$ cat src/pkg/ucb_pkg.sv
package ucb_pkg;
   // register byte addresses on the bus
   localparam logic [7:0] ADR_CTRL_A = 8'h00;
   localparam logic [7:0] ADR_CTRL_B = 8'h04;
   localparam logic [7:0] ADR_DIVISOR = 8'h08;
   localparam logic [7:0] ADR_STATUS = 8'h0c;
   localparam logic [7:0] ADR_DATA = 8'h10;
   // sixteen samples per bit, sampled mid bit
   localparam logic [3:0] OVS_LAST = 4'hf;
   localparam logic [3:0] OVS_MID = 4'h7;
   // low speed adds a further divide by four
   localparam logic [1:0] PRE_LAST = 2'h3;
   // index of the last data bit per word length
   localparam logic [3:0] LAST_BIT_8 = 4'h7;
   localparam logic [3:0] LAST_BIT_9 = 4'h8;
   localparam logic [7:0] DIV_RESET = 8'h00;
   localparam logic [3:0] ONE4 = 4'h1;
   localparam logic [1:0] ONE2 = 2'h1;
   localparam logic [7:0] ONE8 = 8'h01;

   typedef struct packed {
      logic global_on;
      logic nine_bit_sel;
      logic parity_en;
      logic parity_odd_sel;
      logic two_stop_sel;
      logic send_break;
      logic rx_ninth_bit;
      logic tx_ninth_bit;
   } ucb_ctrl_a_type;

   typedef struct packed {
      logic tx_on;
      logic rx_on;
      logic baud_high_speed;
      logic addr_detect_en;
      logic rx_edge_wake_en;
      logic rx_irq_en;
      logic tx_idle_irq_en;
      logic tx_empty_irq_en;
   } ucb_ctrl_b_type;

   typedef struct packed {
      logic tx_idle_flag;
      logic tx_empty_flag;
      logic rx_idle_flag;
      logic rx_avail_flag;
      logic overrun_flag;
      logic framing_err_flag;
      logic parity_err_flag;
      logic noise_flag;
   } ucb_status_type;

   // idle and transmit empty flags set, error and receive data flags clear
   localparam ucb_status_type STAT_RESET = 8'he0;

   typedef enum logic [2:0] {TX_IDLE, TX_START, TX_DATA, TX_PAR, TX_STOP} ucb_tx_state_type;
   typedef enum logic [2:0] {RX_IDLE, RX_START, RX_DATA, RX_PAR, RX_STOP} ucb_rx_state_type;
endpackage

$ cat src/verilog/ucb_uart_ctrl.sv
`timescale 1ns/1ps
// Overview of operation
// - address detect on: word is address when its top bit is one.
// - address detect and receive irq on: an address word requests irq when it newly sets data available or overrun.
// - address detect on: words with address bit zero dropped, no irq.
// - wake enable set and unit clock off: receive falling edge requests wake.
// - no wake from receive edges while clock runs or wake enable clear.
// - wake request raises wake interrupt; software restarts unit clock.
// - receive irq enable: overrun or data available sets request flag.
// - transmit idle irq enable: idle flag setting sets request flag.
// - transmit empty irq enable: empty flag setting sets request flag.
// - bit timing from free running 8-bit timer, divisor and speed bit.
// - bit rate is clock over 64(N+1) low speed, 16(N+1) high speed.
// - divisor N is the unsigned 8-bit register value, 0 to 255.
// - frame is start, 8 or 9 data, optional parity, one or two stops.
// - after reset format is eight data, no parity, one stop.
// - data is sent and received least significant bit first.
// - transmitter and receiver independent but share format and rate.
// - all three enables set: pins act as serial out and serial in.
// - serial output idles high whenever no frame or break is sent.
// - global disable releases pins, empties buffer, discards residual data.
// - disable clears transmit and receive enables, break and error flags, sets idle flags.
// - disable keeps all other control bits and the divisor.
// - disable aborts transfers at once; re-enable resumes same configuration.
// - after off and on the unit keeps its prior configuration.
// - disable resets the baud timer counter.
// - length bit selects 8 or 9 bits; ninth bits held separately.
module ucb_uart_ctrl (
   input wire logic i_clk_sys,
   input wire logic i_rstn,
   input wire logic i_wb_cyc,
   input wire logic i_wb_stb,
   input wire logic i_wb_we,
   input wire logic [7:0] i_wb_adr,
   input wire logic [3:0] i_wb_sel,
   input wire logic [31:0] i_wb_dat,
   output logic o_wb_ack,
   output logic [31:0] o_wb_dat,
   input wire logic i_rxd,
   input wire logic i_unit_clk_off,
   output logic o_txd,
   output logic o_txd_oe,
   output logic o_rxd_sel,
   output logic o_irq_set,
   output logic o_wake_req
);

   typedef struct packed {
      ucb_pkg::ucb_ctrl_a_type ctrl_a;
      ucb_pkg::ucb_ctrl_b_type ctrl_b;
      logic [7:0] divisor;
      ucb_pkg::ucb_status_type stat;
      logic [8:0] tx_buf;
      logic [8:0] tx_sh;
      logic tx_par;
      ucb_pkg::ucb_tx_state_type tx_st;
      logic [3:0] tx_bit;
      logic [3:0] tx_ovs;
      logic [8:0] rx_sh;
      logic [7:0] rx_data;
      ucb_pkg::ucb_rx_state_type rx_st;
      logic [3:0] rx_bit;
      logic [3:0] rx_ovs;
      logic rx_perr;
      logic rx_noise;
      logic [2:0] sync;
      logic rx_lvl;
      logic [7:0] brg_cnt;
      logic [1:0] brg_pre;
      logic txd;
      logic txd_oe;
      logic rxd_sel;
      logic irq_set;
      logic wake_req;
      logic wb_ack;
      logic [31:0] wb_dat;
   } ucb_state_type;

   ucb_state_type s;
   ucb_state_type next_s;
   logic acc;
   logic bus_wr;
   logic bus_rd;
   logic run;
   logic tick;
   logic nine;
   logic lvl_new;
   logic fall;
   logic [8:0] rx_word;
   logic rx_addr;
   logic rx_done;
   logic rx_keep;

   // parity over the active data bits, odd type inverts
   function automatic logic ucb_par(input logic [8:0] d, input logic n9,
                                    input logic odd);
      ucb_par = ^(n9 ? d : {1'b0, d[7:0]}) ^ odd;
   endfunction

   function automatic logic [3:0] ucb_last_bit(input logic n9);
      ucb_last_bit = n9 ? ucb_pkg::LAST_BIT_9 : ucb_pkg::LAST_BIT_8;
   endfunction

   // bus access takes effect on the edge where the master sees ack
   assign acc = i_wb_cyc && i_wb_stb && s.wb_ack;
   assign bus_wr = acc && i_wb_we && i_wb_sel[0];
   assign bus_rd = acc && !i_wb_we;
   assign run = s.ctrl_a.global_on && !i_unit_clk_off;
   assign nine = s.ctrl_a.nine_bit_sel;

   // sample tick every (N+1) or 4(N+1) clocks, 16 per bit
   assign tick = run && (s.brg_cnt == '0) &&
                 (s.ctrl_b.baud_high_speed || s.brg_pre == ucb_pkg::PRE_LAST);

   // level only moves once second and third stage agree
   assign lvl_new = (s.sync[1] == s.sync[2]) ? s.sync[2] : s.rx_lvl;
   assign fall = s.rx_lvl && !lvl_new;

   // lsb first: 8-bit words sit in the top eight shift bits
   assign rx_word = nine ? s.rx_sh : {1'b0, s.rx_sh[8:1]};
   assign rx_addr = nine ? rx_word[8] : rx_word[7];
   assign rx_done = tick && s.rx_st == ucb_pkg::RX_STOP && s.rx_ovs == ucb_pkg::OVS_MID;
   assign rx_keep = !(s.ctrl_b.addr_detect_en && !rx_addr);

   // whole next state
   always_comb begin
      next_s = s;
      next_s.irq_set = 1'b0;
      next_s.wake_req = 1'b0;
      next_s.wb_ack = 1'b0;
      next_s.sync = {s.sync[1:0], i_rxd};
      next_s.rx_lvl = lvl_new;

      // bus answer one cycle after the request appears
      if (i_wb_cyc && i_wb_stb && !s.wb_ack) begin
         next_s.wb_ack = 1'b1;
         case (i_wb_adr)
            ucb_pkg::ADR_CTRL_A: next_s.wb_dat = {24'h0, s.ctrl_a[7:1], 1'b0};
            ucb_pkg::ADR_CTRL_B: next_s.wb_dat = {24'h0, s.ctrl_b};
            ucb_pkg::ADR_DIVISOR: next_s.wb_dat = {24'h0, s.divisor};
            ucb_pkg::ADR_STATUS: next_s.wb_dat = {24'h0, s.stat};
            ucb_pkg::ADR_DATA: next_s.wb_dat = {23'h0, s.ctrl_a.rx_ninth_bit, s.rx_data};
            default: next_s.wb_dat = 32'h0;
         endcase
      end

      // register writes; receive ninth bit is read only
      if (bus_wr) begin
         case (i_wb_adr)
            ucb_pkg::ADR_CTRL_A: begin
               next_s.ctrl_a = ucb_pkg::ucb_ctrl_a_type'(i_wb_dat[7:0]);
               next_s.ctrl_a.rx_ninth_bit = s.ctrl_a.rx_ninth_bit;
            end
            ucb_pkg::ADR_CTRL_B: next_s.ctrl_b = ucb_pkg::ucb_ctrl_b_type'(i_wb_dat[7:0]);
            ucb_pkg::ADR_DIVISOR: next_s.divisor = i_wb_dat[7:0];
            ucb_pkg::ADR_DATA: begin
               // writes while the buffer is full are dropped
               if (s.stat.tx_empty_flag && s.ctrl_a.global_on) begin
                  next_s.tx_buf = {s.ctrl_a.tx_ninth_bit, i_wb_dat[7:0]};
                  next_s.stat.tx_empty_flag = 1'b0;
                  next_s.stat.tx_idle_flag = 1'b0;
               end
            end
            default: ;
         endcase
      end
      // data read clears available; a new word this cycle wins below
      if (bus_rd && i_wb_adr == ucb_pkg::ADR_DATA) begin
         next_s.stat.rx_avail_flag = 1'b0;
      end

      // free running baud timer, reload N at terminal count
      if (run) begin
         if (s.brg_cnt == '0) begin
            next_s.brg_cnt = s.divisor;
            next_s.brg_pre = s.brg_pre + ucb_pkg::ONE2;
         end else begin
            next_s.brg_cnt = s.brg_cnt - ucb_pkg::ONE8;
         end
      end

      // transmitter, shares format and tick with the receiver
      if (s.tx_st == ucb_pkg::TX_IDLE) begin
         if (run && s.ctrl_b.tx_on && !s.stat.tx_empty_flag && !s.ctrl_a.send_break) begin
            next_s.tx_sh = s.tx_buf;
            next_s.tx_par = ucb_par(s.tx_buf, nine, s.ctrl_a.parity_odd_sel);
            next_s.stat.tx_empty_flag = 1'b1;
            next_s.tx_st = ucb_pkg::TX_START;
            next_s.tx_ovs = '0;
            next_s.tx_bit = '0;
         end
      end else if (tick) begin
         next_s.tx_ovs = s.tx_ovs + ucb_pkg::ONE4;
         if (s.tx_ovs == ucb_pkg::OVS_LAST) begin
            case (s.tx_st)
               ucb_pkg::TX_START: next_s.tx_st = ucb_pkg::TX_DATA;
               ucb_pkg::TX_DATA: begin
                  next_s.tx_sh = s.tx_sh >> 1;
                  next_s.tx_bit = s.tx_bit + ucb_pkg::ONE4;
                  if (s.tx_bit == ucb_last_bit(nine)) begin
                     next_s.tx_bit = '0;
                     next_s.tx_st = s.ctrl_a.parity_en ? ucb_pkg::TX_PAR : ucb_pkg::TX_STOP;
                  end
               end
               ucb_pkg::TX_PAR: next_s.tx_st = ucb_pkg::TX_STOP;
               ucb_pkg::TX_STOP: begin
                  // stop bits always sent, a second one on request
                  if (s.ctrl_a.two_stop_sel && s.tx_bit == '0) begin
                     next_s.tx_bit = ucb_pkg::ONE4;
                  end else begin
                     next_s.tx_st = ucb_pkg::TX_IDLE;
                     if (next_s.stat.tx_empty_flag) begin
                        next_s.stat.tx_idle_flag = 1'b1;
                     end
                  end
               end
               default: next_s.tx_st = ucb_pkg::TX_IDLE;
            endcase
         end
      end

      // receiver: start on a falling edge, sample mid bit
      if (s.rx_st == ucb_pkg::RX_IDLE) begin
         if (run && s.ctrl_b.rx_on && fall) begin
            next_s.rx_st = ucb_pkg::RX_START;
            next_s.rx_ovs = '0;
            next_s.rx_bit = '0;
            next_s.rx_perr = 1'b0;
            next_s.rx_noise = 1'b0;
            next_s.stat.rx_idle_flag = 1'b0;
         end
      end else if (tick) begin
         next_s.rx_ovs = s.rx_ovs + ucb_pkg::ONE4;
         if (s.rx_ovs == ucb_pkg::OVS_MID) begin
            // stages still disagreeing at the sample point mean noise
            next_s.rx_noise = s.rx_noise | (s.sync[1] ^ s.sync[2]);
            case (s.rx_st)
               ucb_pkg::RX_START: begin
                  if (lvl_new) begin
                     next_s.rx_st = ucb_pkg::RX_IDLE;
                     next_s.stat.rx_idle_flag = 1'b1;
                  end
               end
               ucb_pkg::RX_DATA: next_s.rx_sh = {lvl_new, s.rx_sh[8:1]};
               ucb_pkg::RX_PAR: begin
                  next_s.rx_perr = lvl_new ^ ucb_par(rx_word, nine, s.ctrl_a.parity_odd_sel);
               end
               ucb_pkg::RX_STOP: begin
                  // leave at mid stop so the next start is not missed
                  next_s.rx_st = ucb_pkg::RX_IDLE;
                  next_s.stat.rx_idle_flag = 1'b1;
                  if (rx_keep) begin
                     if (s.stat.rx_avail_flag && next_s.stat.rx_avail_flag) begin
                        next_s.stat.overrun_flag = 1'b1;
                     end else begin
                        next_s.rx_data = rx_word[7:0];
                        next_s.ctrl_a.rx_ninth_bit = rx_word[8];
                        next_s.stat.rx_avail_flag = 1'b1;
                        next_s.stat.framing_err_flag = !lvl_new;
                        next_s.stat.parity_err_flag = s.rx_perr;
                        next_s.stat.noise_flag = next_s.rx_noise;
                     end
                  end
               end
               default: next_s.rx_st = ucb_pkg::RX_IDLE;
            endcase
         end
         if (s.rx_ovs == ucb_pkg::OVS_LAST) begin
            case (s.rx_st)
               ucb_pkg::RX_START: next_s.rx_st = ucb_pkg::RX_DATA;
               ucb_pkg::RX_DATA: begin
                  next_s.rx_bit = s.rx_bit + ucb_pkg::ONE4;
                  if (s.rx_bit == ucb_last_bit(nine)) begin
                     next_s.rx_st = s.ctrl_a.parity_en ? ucb_pkg::RX_PAR : ucb_pkg::RX_STOP;
                  end
               end
               ucb_pkg::RX_PAR: next_s.rx_st = ucb_pkg::RX_STOP;
               default: ;
            endcase
         end
      end

      // wake only counts while the unit clock is stopped
      if (s.ctrl_b.rx_edge_wake_en && i_unit_clk_off && fall) begin
         next_s.wake_req = 1'b1;
      end

      // per-direction enables abort their own engine
      if (!next_s.ctrl_b.tx_on) begin
         next_s.tx_st = ucb_pkg::TX_IDLE;
      end
      if (!next_s.ctrl_b.rx_on) begin
         next_s.rx_st = ucb_pkg::RX_IDLE;
         next_s.stat.rx_idle_flag = 1'b1;
      end

      // global off: abort, flush, reset flags, keep configuration
      if (!next_s.ctrl_a.global_on) begin
         next_s.ctrl_b.tx_on = 1'b0;
         next_s.ctrl_b.rx_on = 1'b0;
         next_s.ctrl_a.send_break = 1'b0;
         next_s.stat = ucb_pkg::STAT_RESET;
         next_s.tx_st = ucb_pkg::TX_IDLE;
         next_s.rx_st = ucb_pkg::RX_IDLE;
         next_s.brg_cnt = next_s.divisor;
         next_s.brg_pre = '0;
      end

      // serial output high unless a frame or break is on the line
      case (next_s.tx_st)
         ucb_pkg::TX_START: next_s.txd = 1'b0;
         ucb_pkg::TX_DATA: next_s.txd = next_s.tx_sh[0];
         ucb_pkg::TX_PAR: next_s.txd = next_s.tx_par;
         default: next_s.txd = 1'b1;
      endcase
      // break holds low only while software keeps the bit set
      if (next_s.ctrl_a.send_break) begin
         next_s.txd = 1'b0;
      end
      next_s.txd_oe = next_s.ctrl_a.global_on && next_s.ctrl_b.tx_on;
      next_s.rxd_sel = next_s.ctrl_a.global_on && next_s.ctrl_b.rx_on;

      // one pulse on any enabled flag rising
      next_s.irq_set =
         (s.ctrl_b.rx_irq_en &&
          ((next_s.stat.rx_avail_flag && !s.stat.rx_avail_flag) ||
           (next_s.stat.overrun_flag && !s.stat.overrun_flag))) ||
         (s.ctrl_b.tx_idle_irq_en &&
          next_s.stat.tx_idle_flag && !s.stat.tx_idle_flag) ||
         (s.ctrl_b.tx_empty_irq_en &&
          next_s.stat.tx_empty_flag && !s.stat.tx_empty_flag);
   end

   // state register; reset format is 8 data, no parity, one stop
   always_ff @(posedge i_clk_sys or negedge i_rstn) begin
      if (!i_rstn) begin
         s <= '0;
         s.divisor <= ucb_pkg::DIV_RESET;
         s.brg_cnt <= ucb_pkg::DIV_RESET;
         s.stat <= ucb_pkg::STAT_RESET;
         s.tx_st <= ucb_pkg::TX_IDLE;
         s.rx_st <= ucb_pkg::RX_IDLE;
         s.sync <= 3'h7;
         s.rx_lvl <= 1'b1;
         s.txd <= 1'b1;
      end else begin
         s <= next_s;
      end
   end

   assign o_wb_ack = s.wb_ack;
   assign o_wb_dat = s.wb_dat;
   assign o_txd = s.txd;
   assign o_txd_oe = s.txd_oe;
   assign o_rxd_sel = s.rxd_sel;
   assign o_irq_set = s.irq_set;
   assign o_wake_req = s.wake_req;
endmodule

$ cat config.mk
export PLATFORM = sky130hd
export DESIGN_NAME = ucb_uart_ctrl
export DESIGN_NICKNAME = d
export VERILOG_FILES = /design/src/pkg/ucb_pkg.sv /design/src/verilog/ucb_uart_ctrl.sv
export SDC_FILE = /design/constraint.sdc
export NUM_CORES = 1
export LEC_CHECK = 0
export ABC_AREA = 1
export BUFFER_PORTS_ARGS = -buffer_cell sky130_fd_sc_hd__buf_2
export CAP_MARGIN = 20
export CORE_MARGIN = 5
export CORE_UTILIZATION = 50
export DETAILED_ROUTE_END_ITERATION = 10
export GPL_TIMING_DRIVEN = 0
export PLACE_DENSITY = 0.8
export SLEW_MARGIN = 15
export SYNTH_ARGS = -nofsm -noshare
export SYNTH_HDL_FRONTEND = slang
export SYNTH_SLANG_ARGS = --single-unit
$ cat constraint.sdc
create_clock -name i_clk_sys -period 1.79 [get_ports i_clk_sys]
set_input_delay 0.2685 -clock i_clk_sys [delete_from_list [all_inputs] [get_ports i_clk_sys]]
set_output_delay 0.2685 -clock i_clk_sys [all_outputs]
set_load 0.02 [all_outputs]
---- After elaboration in Yosys (flattened, before gate mapping) ----
Index checks and enable logic that the tools add are counted.
storage, ports and cells
  flip-flop bits (word level) ............. 144
  output and inout bits ................... 38
operators by class
  muxes and demuxes ....................... 83
  reductions and logical operators ........ 78
  bitwise logic cells ..................... 8
  $add $sub $neg .......................... 6
  equality and inequality tests ........... 38
operator list
  cell                 number
  $mux 9               7
  $pmux 9 s5           1
  $mux 8               5
  $mux 13              3
  $mux 33              1
  $logic_and 1x1->1    31
  $mux 3               10
  $mux 1               28
  $mux 26              1
  $mux 11              2
  $mux 21              1
  $mux 7               3
  $mux 10              2
  $eq 3x2->1 const B   6
  $reduce_xor 9->1     2
  $add 4x1->4 const B  4
  $eq 8x4->1 const B   2
  $logic_not 8->1      2
  $reduce_and 4->1     4
  $reduce_bool 2->1    8
  $mux 5               3
  $ne 2x1->1 const B   7
  $mux 4               3
  $mux 6               2
  other kinds (36)     75

---- Logic depth before layout (Yosys ltp) ----
Gate-level depths: netlist of the first run.
  word-level depth ........................ 19
  depth in mapped cells ................... 16
  mapped depth without buffers ............ 16

---- Least setup slack after synthesis of the first run ----
Ideal clock, no wire load.
  path type ............................... register -> register
  start point ............................. register s, in the netlist o_wb_ack
  end point ............................... register s[40] in the netlist's numbering
  setup slack ............................. 66 ps
  arrival time ............................ 1604 ps
  required time ........................... 1670 ps
  stages on the path, launching flop included .. 9
  buffers on the path ..................... 1
  path through ............................ dfrtp_1 nand3_1 nor2_2 nand3_1 buf_2 a21oi_1 inv_1 o21ai_0 inv_1
RTL lines
  element                 line                  RTL
  from (decl)             ucb_uart_ctrl.sv:79   ucb_state_type s;
  from (signal assigned)  ucb_uart_ctrl.sv:347  s <= next_s;

==> run summary, run 1 <==
The maximum count of clock buffers along a single path came out at 2. The routed design has 18100 um of wire. The count of nets left with antenna violations after detail routing came out at 0. The vias after detailed routing came out at 6175. The detailed-route wire length per cell came out at 15.9 um. For the worst setup path, the data arrival time is 2320 ps. CTS built an H-tree with a depth of 4. The area of the mapped netlist came out at 0.00665 mm^2. The overall fraction of global-route tracks in use came out at 0.220. The routed length on met1 is 7400 um. The overall power is 6.58 mW. The register bit count reported by yosys came out at 119. The finished cells cover 0.00855 mm^2.

CTS placed an instance of clkbuf_16 at the clock tree root. The horizontal die dimension came out at 125 um. The number of pins with negative max-slew slack in the final report was 0.

Port buffering added 38 buffers. The residual DRC count is 0. The number of antenna diodes in the final layout is 0. The number of placed I/O pins is 89. The routed length on met2 is 8790 um. The final number of setup-violating endpoints is 37.

Of the synthesized area, sequential elements account for 0.449. The placed instances occupy a cell area of 0.00718 mm^2. The routed design could run at a clock period as short as 1960 ps. The die area came out at 0.0157 mm^2. The library cell used most frequently in the layout, excluding fill and tap cells, is nand2_1.

The worst-path maximum fanout is 6. The core footprint is 0.0131 mm^2. The number of DRC violations after detailed-routing iteration 0 came out at 641. In the synthesized netlist the dominant register cell turns out to be dfrtp_1. The worst setup path is launched from a flip-flop. The highest achievable clock rate came out at 0.509 GHz. The max-capacitance violation count came out at 0. Row generation in the floorplan step produced 42 rows.

The number of antenna violations at the first check in global routing came out at 0. The area growth from synthesis to layout came out at 28.5%. The met3 wire length is 1310 um. STA classifies the critical path endpoint as a flip-flop. TritonCTS built the clock tree. Across the routed clock network, the largest skew measured is 8.20 ps.

The final reports fail on setup timing. The warning count from the yosys run is 0. Dividing the final minimum period by the clock period gives 1.10. The via count of the first global-routing pass came out at 5715. In this run the mean area of a mapped cell was 7.99 um^2.

After synthesis, the share of flip-flops with an asynchronous set or reset is 1.00. The flow ran to the end, but the final reports show violations. The via density per instance came out at 5.41.

The global placer's final weighted congestion is 0.921. The detailed router used layers up to and including met4. The number of sinks on the clock net is 119. Clock latency on the worst-skew pair, taken at its later pin, is 430 ps.

The final count of hold timing violations came to 0. The layout cell share with drive strength beyond 1 came out at 0.290. After layout, the worst setup slack is -173 ps. The library cells used most frequently in the layout, excluding fill and tap cells, are 172 x nand2_1, 114 x inv_1, 110 x dfrtp_1, 59 x buf_4. The number of instances in the synthesized netlist is 833. The total number of nets in the final design came out at 1013. After filler insertion, the fill cell instance count of the layout stands at 1035.

The leakage dissipation is 4.25 nW. The peak supply drop is 0.677 mV. The global-route wire length before repair is 28100 um. The count of unique library cells instantiated by Yosys is 56. The CTS buffer count is 17. Setup repair after global routing could not meet its margin everywhere.

In this run the vertical extent of the chip is 125 um. The path class of the tightest hold or removal check is input pin to flip-flop. Data on the critical path is required at its endpoint by 2140 ps.

The type of the worst setup path is flip-flop to flip-flop. In this run, synthesis inferred 0 flip-flops with an integrated enable. The clock slew at the register clock pins of the worst setup and hold paths is 60 ps. The sum of overflow across all layers after global routing is 0. The cell area power density is 769 mW/mm^2. The initial core utilization is 0.506. The maximum number of pins on one net before global-route repair came out at 73. The first-pass iteration count of the detailed router came out at 5. The total half-perimeter wirelength after legalization and detailed placement is 12000 um.
==> per-stage QoR <==
step | std cells | setup WS, ps | utilization | setup TNS, ps | hold slack (ps)
CTS | 1124 | -141 | 0.618 | -996 | 175
finish | 1142 | -173 | 0.651 | -2410 | 174
global placement | 1069 | -1020 | 0.544 | -120340 | 348
detailed placement | 1070 | -361 | 0.547 | -8170 | 235
global route | 1142 | -244 | 0.651 | -7080 | 185
floorplan | 855 | 66.0 | - | 0 | -27.1
==> worst paths after layout <==
path                                  from          to  slack [ps]  cells after the start
worst min register to register  next_s[50]  next_s[51]         350                      0
min in group asynchronous           i_rstn       s[64]         350                      2
worst max-delay path                 s[41]   o_irq_set        -170                     12
worst max register to register       s[41]   o_irq_set        -170                     12
max in group asynchronous           i_rstn      s[119]         700                      3
worst min-delay path              i_wb_stb    o_wb_ack         170                      3
==> kinds of logic (layout without fill, tap and decap cells) <==
family / count (synthesis) / in the layout / synth area share
DFF: 119 / 119 / 0.449
adders and majority gates: 8 / 8 / 0.0150
other: 1 / 23 / 0.000564
AOI/OAI and AO/OA: 171 / 171 / 0.150
muxes: 3 / 3 / 0.00489
buffers and inverters: 178 / 289 / 0.123
xor gates and xnor gates: 14 / 14 / 0.0184
and+or+nand+nor: 339 / 339 / 0.239
==> timing repair <==
item,in CTS,in global routing
hold buffers,2,0
gates cloned,1,0
setup buffers,20,18
setup endpoints to repair,58,69
pin swaps,10,18
resized for setup,61,96
endpoints found under the hold margin,43,0
==> power breakdown <==
part	internal [mW]	leakage, nW	switching [mW]
sequential	2.73	1.54	0.0178
clock	2.23	0.292	1.22
combinational	0.134	2.41	0.241
total	5.10	4.25	1.48
==> worst max-delay path: stages (launching register included) <==
cell     delay [ps]
dfrtp_1         400
inv_2            90
ha_4            130
nand2_2          60
nor2_4          180
nand3_4         180
nor2_4          170
nand2_4         100
a21oi_4         210
nand2_2          90
o31ai_4          70
nand2_1         120
nand3_2          90
==> Yosys cell counts (9+ instances only) <==
master | count | area [um^2]
o22ai_1 | 9 | 56.3
nand2_1 | 190 | 713
nand3_1 | 39 | 195
o21ai_1 | 19 | 95.1
inv_2 | 11 | 41.3
a21oi_1 | 34 | 170
nand2_2 | 11 | 68.8
dfrtp_1 | 111 | 2780
nor2_1 | 57 | 214
o21ai_0 | 71 | 355
buf_4 | 35 | 263
inv_1 | 120 | 450
==> final cells by class <==
class | instances | area, um^2 | area share
inverter | 132 | 518 | 0.0606
timing repair buffer | 80 | 593 | 0.0693
multi-input combinational | 558 | 3290 | 0.385
sequential | 119 | 2990 | 0.349
buffer | 46 | 352 | 0.0411
tap | 176 | 220 | 0.0257
clock buffer | 21 | 460 | 0.0538
clock inverter | 10 | 128 | 0.0149
==> state kept, by name, summed over array words and instances (netlist names) <==
register	count
next_s	2
nine	1
o_irq_set	1
o_txd	1
o_wake_req	1
o_wb_ack	1
o_wb_dat	9
s	103
==> routing by layer <==
metal | global-route usage | up-vias
li1 | - | 2914
met1 | 0.291 | 2903
met2 | 0.347 | 294
met3 | 0.0610 | 64
met4 | 0.0848 | 0
met5 | 0 | -
Power figures use the tool's default switching activity.
==> run 2, diff against run 1 <==
--- a/config.mk
+++ b/config.mk
@@ -8,12 +8,15 @@
 export ABC_AREA = 1
 export BUFFER_PORTS_ARGS = -buffer_cell sky130_fd_sc_hd__buf_2
 export CAP_MARGIN = 20
+export CELL_PAD_IN_SITES_DETAIL_PLACEMENT = 2
+export CELL_PAD_IN_SITES_GLOBAL_PLACEMENT = 2
 export CORE_MARGIN = 5
-export CORE_UTILIZATION = 50
+export CORE_UTILIZATION = 31
 export DETAILED_ROUTE_END_ITERATION = 10
 export GPL_TIMING_DRIVEN = 0
-export PLACE_DENSITY = 0.8
+export PLACE_DENSITY = 0.84
 export SLEW_MARGIN = 15
 export SYNTH_ARGS = -nofsm -noshare
 export SYNTH_HDL_FRONTEND = slang
 export SYNTH_SLANG_ARGS = --single-unit
+export TNS_END_PERCENT = 1
==> run summary, run 2 (synthesis gave the netlist of run 1 again) <==
The horizontal die dimension is 157 um (+25%). The placement row count came out at 53 (+26%). The core footprint is 0.0211 mm^2 (+61%). The detailed router used layers up to and including met4. The placement-stage cell area came to 0.00730 mm^2 (+1.7%). The routed length on met2 came out at 13400 um (+52%). The layout cell share with drive strength beyond 1 came out at 0.274 (-0.0163). The critical path is of the flip-flop to flip-flop type.

The number of filler cells placed in the layout came to 2365 (+130%). The part of the power in registers is 0.385 (-0.032). The total half-perimeter wirelength after legalization and detailed placement is 16200 um (+35%). The highest achievable clock rate is 0.486 GHz (-4.6%). The post-route clock skew is 10.7 ps (+2.46 ps). The global placer's final weighted congestion is 0.815 (-11%).

The cell area power density came to 831 mW/mm^2 (+8.1%). The overall power is 7.15 mW (+8.7%). The global-route wire length before repair is 38900 um (+38%). The root buffer cell chosen for the clock tree is clkbuf_16. The die area is 0.0245 mm^2 (+56%).

The via density per instance is 5.04 (-6.7%). The routed length on met1 is 10200 um (+38%). The cell count of the worst reg-to-reg path came out at 9 (-3). The critical path arrival came out at 2420 ps (+100 ps). The maximum number of pins on one net before global-route repair came to 79 (+8.2%).

The met3 wire length came out at 812 um (-38%). STA classifies the critical path endpoint as a flip-flop. The final count of hold timing violations came to 0 (unchanged). The via count of the first global-routing pass came out at 7069 (+24%). The headroom to the max-slew limit is 0.540. The clock latency reported for the late side of the worst-skew pair came to 430 ps (about the same). The flow ran to the end, but the final reports show violations. The CTS buffer count came out at 17 (unchanged). The residual DRC count is 0 (unchanged). The worst slack after detailed placement came out at -369 ps (-7.99 ps). The peak supply drop is 0.676 mV (-0.21%). For the pin with the worst max-slew slack, the measured transition is 686 ps. The most common library cell in the layout ignoring fill and taps is nand2_1. The part of the total power dissipated in the clock network was 0.560 (+0.034). The worst-path maximum fanout came to 6 (unchanged). The final antenna diode count came out at 0 (unchanged).

The number of DRC violations after detailed-routing iteration 0 is 320 (-50%). The total wirelength of the detailed-routed design is 25100 um (+39%). The path category of the worst min-delay check is input pin to flip-flop. The detailed-route wire length per cell is 20.4 um (+29%). The initial core utilization is 0.316 (-0.191). The final reports fail on setup timing. The leakage dissipation came out at 4.21 nW (-0.84%). The final setup slack of the worst path was -269 ps (-95.6 ps). The fraction of the cycle the final worst path needs is 1.15 (+0.0534). The share of the core filled with cells is 0.408 (-0.243). The library cells used most frequently in the layout, excluding fill and tap cells, are 174 x nand2_1, 116 x inv_1, 109 x dfrtp_1, 56 x buf_4, 47 x o21ai_0.

Setup repair after global routing could not meet its margin everywhere. The number of antenna violations at the first check in global routing is 0 (unchanged). The number of placed I/O pins was 89 (unchanged). The register name with the most flops is s. The combinational share of power is 0.055 (-0.002). The number of pins with negative max-slew slack in the final report came out at 0 (unchanged). The maximum count of clock buffers along a single path is 2 (unchanged).

The number of flip-flops in the largest register was 103 (unchanged). The fraction of power spent switching nets came out at 0.219 (-0.00680). The post-route minimum period came out at 2060 ps (+95.6 ps). The required arrival time at the worst endpoint is 2150 ps (about the same). TritonCTS built the clock tree. The cell depth of the worst min-delay path came out at 3 (unchanged). The vias after detailed routing was 6200 (+0.40%). The number of sinks on the clock net is 119 (unchanged). The worst setup path is launched from a flip-flop. Relative to the synthesized area, the layout overhead comes to 29.3%. The reg-to-reg setup timing slack came out at -270 ps (-100 ps). The internal power came to 5.59 mW (+9.6%). The total number of nets in the final design came to 1001 (-1.2%). The final number of setup-violating endpoints is 44 (+19%).

The max-capacitance violation count is 0 (unchanged). The final design area excluding fillers came out at 0.00860 mm^2 (+0.56%). The depth of the CTS H-tree was 4 (unchanged). The first-pass iteration count of the detailed router came out at 4 (-1).

The vertical die dimension came to 157 um (+25%). The overall fraction of global-route tracks in use is 0.204 (-0.0158). The number of buffer cells added on primary ports came out at 38 (unchanged).

The count of nets left with antenna violations after detail routing came out at 0 (unchanged). The clock slew at the register clock pins of the worst setup and hold paths is 60 ps (about the same). The sum of overflow across all layers after global routing is 0 (unchanged). The total net switching power is 1.56 mW (+5.4%).
## run 2: cell types whose count changed in the layout (fill, tap and decap cells not counted), moves of 3 or more
cell / change
clkbuf_8: +5
clkinv_2: -5
o21ai_1: -5
buf_6: -6
buf_4: -3
o21ai_0: +3
## run 2: path summary, 6_finish.rpt
kind | start | endpoint
max | s[40] | s[89]
min | i_wb_dat[5] | s[108]
max reg2reg | s[40] | s[89]
min reg2reg | next_s[50] | next_s[51]
max in group asynchronous | i_rstn | s[51]
min in group asynchronous | i_rstn | s[99]
## run 2: layout make-up
class,instances,area (um^2),share of cell area
Clock inverter,6,159,0.0185
Clock buffer,25,526,0.0611
Tap cell,275,344,0.0400
Timing Repair Buffer,68,469,0.0546
Sequential cell,119,2990,0.348
Multi-Input combinational cell,558,3250,0.377
Inverter,132,509,0.0592
Buffer,46,358,0.0416
## run 2: stage by stage
step                      cells  hold slack, ps  setup TNS, ps
after CTS                  1224             162          -2910
after floorplan             855           -27.1              0
after global placement     1168             347        -152970
after global routing       1229             181         -10070
after detailed placement   1169             219         -16260
final                      1229             159          -3950
## run 2: layer usage
metal	track usage	vias up
met4	0.0653	0
li1	-	2866
met1	0.247	3155
met2	0.367	131
met3	0.0379	48
met5	0	-
## run 2: what timing repair did
action | 4_1_cts | 5_1_grt
gates cloned | 0 | 1
endpoints found under the setup margin | 78 | 94
endpoints found under the hold margin | 42 | 0
setup buffers | 22 | 5
hold buffers | 2 | 0
gates resized for setup | 65 | 71
pin swaps | 14 | 14
## run 2: power groups by stage
stage               Clock (mW)  Sequential [mW]  Combinational (mW)
finish                    4.00             2.75               0.393
global route              4.17             2.76               0.432
CTS                       4.06             2.75               0.391
detailed placement           0             2.80               0.378
global placement             0             2.80               0.359
floorplan                    0             2.79               0.217
## run 2: critical path, cell delays in order, from the launching register on
cell,delay [ps]
dfrtp_1,390
inv_2,90
ha_4,140
nand2_4,50
nor2_4,190
buf_4,160
nand4_4,140
a2111oi_1,520
o21ai_1,190
inv_1,110
==> run 3, diff against run 2 <==
--- a/config.mk
+++ b/config.mk
@@ -11,10 +11,10 @@
 export CELL_PAD_IN_SITES_DETAIL_PLACEMENT = 2
 export CELL_PAD_IN_SITES_GLOBAL_PLACEMENT = 2
 export CORE_MARGIN = 5
-export CORE_UTILIZATION = 31
+export CORE_UTILIZATION = 30
 export DETAILED_ROUTE_END_ITERATION = 10
 export GPL_TIMING_DRIVEN = 0
-export PLACE_DENSITY = 0.84
+export PLACE_DENSITY = 0.81
 export SLEW_MARGIN = 15
 export SYNTH_ARGS = -nofsm -noshare
 export SYNTH_HDL_FRONTEND = slang
==> constraint.sdc (replaced) <==
create_clock -name i_clk_sys -period 1.79 [get_ports i_clk_sys]
set_input_delay 0.2685 -clock i_clk_sys [delete_from_list [all_inputs] [get_ports i_clk_sys]]
set_output_delay 0.2685 -clock i_clk_sys [all_outputs]
set_load 0.005 [all_outputs]
==> run summary, run 3 (synthesis gave the netlist of run 1 again) <==
The count of nets left with antenna violations after detail routing is 0 (unchanged). The clock slew at the register clock pins of the worst setup and hold paths came out at 60 ps (about the same). The share of the core filled with cells came out at 0.388 (-0.0198). The cell area power density came out at 790 mW/mm^2 (-4.9%).

The placement row count is 54 (+1.9%). TritonCTS built the clock tree. The pin slew with the least headroom to its limit came out at 621 ps (-64.9 ps). The horizontal die dimension is 159 um (+1.5%).

The post-route minimum period came out at 1980 ps (-79.0 ps). The final setup slack of the worst path came out at -190 ps (+79.0 ps). The post-route clock skew is 11.3 ps (+0.665 ps). The uppermost signal routing layer after detailed routing is met4. The met3 wire length is 722 um (-11%). The overall fraction of global-route tracks in use is 0.182 (-0.0219). STA classifies the critical path endpoint as a flip-flop. The total half-perimeter wirelength after legalization and detailed placement came to 16300 um (+0.72%).

The final design area excluding fillers is 0.00847 mm^2 (-1.5%). The number of filler cells placed in the layout came out at 2479 (+4.8%). The maximum count of clock buffers along a single path was 2 (unchanged). The via density per instance is 4.95 (-1.9%).

The worst slack after detailed placement was -436 ps (-67.0 ps). The core footprint came out at 0.0218 mm^2 (+3.5%). The vias after detailed routing came out at 6098 (-1.6%). The min-delay analysis places its worst path in the category input pin to flip-flop. The startpoint kind of the worst setup timing path is a flip-flop. The peak supply drop is 0.563 mV (-17%). The highest achievable clock rate is 0.505 GHz (+4.0%). The placement-stage cell area is 0.00731 mm^2 (about the same). The clock latency reported for the late side of the worst-skew pair is 440 ps (about the same). The fraction of the cycle the final worst path needs is 1.11 (-0.0441). s holds more flip-flops than any other register. The first-pass iteration count of the detailed router was 4 (unchanged). The routed length on met2 came to 12500 um (-6.8%). The sum of overflow across all layers after global routing is 0 (unchanged). The CTS buffer count is 17 (unchanged). The number of buffer cells added on primary ports came out at 38 (unchanged). The via count of the first global-routing pass came out at 6765 (-4.3%). The number of pins with negative max-slew slack in the final report came to 0 (unchanged). The number of flip-flops in the largest register is 103 (unchanged). The global placer's final weighted congestion is 0.797 (-2.2%).

The detailed-route wire length per cell is 19.5 um (-4.7%). The die area came to 0.0253 mm^2 (+3.1%). In the layout the commonest cells are 177 x nand2_1, 117 x inv_1, 110 x dfrtp_1, 59 x buf_4, 46 x o21ai_0. The depth of the CTS H-tree came out at 4 (unchanged). The final count of hold timing violations came out at 0 (unchanged). The flow ran to the end, but the final reports show violations. The final number of setup-violating endpoints is 40 (-9.1%).

The worst-path maximum fanout is 6 (unchanged). The residual DRC count is 0 (unchanged). The headroom to the max-slew limit came to 0.583 (+0.0435). The tree is rooted in a clkbuf_16. The critical path arrival was 2350 ps (-70 ps). The leakage dissipation is 4.16 nW (-1.4%). The number of antenna violations at the first check in global routing is 0 (unchanged). The overall power came to 6.69 mW (-6.4%). The number of sinks on the clock net was 119 (unchanged). The total number of nets in the final design came out at 999 (-0.20%). The number of DRC violations after detailed-routing iteration 0 is 245 (-23%). The routed length on met1 came out at 10500 um (+2.4%). Leaving out fill and tap cells, the most frequent cell in the layout is nand2_1.

The final reports fail on setup timing. The max-capacitance violation count is 0 (unchanged). Relative to the synthesized area, the layout overhead comes to 27.3%. The total wirelength of the detailed-routed design is 24000 um (-4.4%). The global-route wire length before repair came to 37100 um (-4.7%).

Setup repair after global routing could not meet its margin everywhere. The layout cell share with drive strength beyond 1 is 0.261 (-0.0131). The required arrival time at the worst endpoint was 2160 ps (about the same). The vertical die dimension is 159 um (+1.5%). The maximum number of pins on one net before global-route repair came out at 68 (-14%). The final antenna diode count came out at 0 (unchanged). The number of placed I/O pins is 89 (unchanged). The initial core utilization came to 0.305 (-0.0106). By startpoint and endpoint, the worst setup path is classified as flip-flop to flip-flop.
==> run 3: repair_timing <==
action / in CTS / in global routing
hold buffers: 2 / 0
endpoints found under the setup margin: 78 / 74
endpoints found under the hold margin: 49 / 0
gates resized for setup: 55 / 61
buffers inserted: 15 / 10
pin swaps: 12 / 10
cloned: 0 / 0
==> run 3: worst paths after layout <==
check,start,slack [ps],cells after the start,end
setup / recovery,s[41],-190,13,s[117]
hold / removal,i_wb_dat[5],190,3,s[108]
setup reg to reg,s[41],-190,13,s[117]
hold reg to reg,next_s[50],360,0,next_s[51]
max in group asynchronous,i_rstn,660,3,s[117]
min in group asynchronous,i_rstn,350,2,s[55]
==> run 3: layer usage <==
| layer | track usage | vias up |
|---|---|---|
| met5 | 0 | - |
| li1 | - | 2872 |
| met1 | 0.229 | 3112 |
| met3 | 0.0419 | 26 |
| met4 | 0.0496 | 0 |
| met2 | 0.316 | 88 |
==> run 3: layout make-up <==
cell class | count | area, um^2 | share of cell area
Tap cell | 280 | 350 | 0.0414
Buffer | 46 | 338 | 0.0399
Multi-Input combinational cell | 558 | 3230 | 0.381
Clock buffer | 23 | 488 | 0.0576
Clock inverter | 8 | 120 | 0.0142
Timing Repair Buffer | 66 | 439 | 0.0519
Inverter | 132 | 515 | 0.0609
Sequential cell | 119 | 2990 | 0.353
==> run 3: stage by stage <==
stage | TNS, ps | instances | hold slack [ps]
3_3_place_gp | -155610 | 1173 | 346
4_1_cts | -2240 | 1222 | 186
3_5_place_dp | -17410 | 1174 | 274
5_1_grt | -8630 | 1232 | 181
6_report | -2640 | 1232 | 193
2_1_floorplan | 0 | 855 | -27.1
==> run 3: critical path, stage by stage, from the launching register on <==
cell	delay, ps
dfrtp_1	390
inv_2	90
ha_4	140
nand2_2	60
nor2_4	190
nand3_4	180
nor2_4	180
buf_6	140
inv_6	60
nand2_8	80
inv_6	50
nor3_2	150
o21ai_1	110
nand2_1	80
==> run 3: power by group <==
part	switching, mW	total (mW)	internal (mW)
logic	0.199	0.330	0.130
registers	0.0228	2.75	2.73
clock network	1.29	3.62	2.32
total	1.52	6.69	5.18
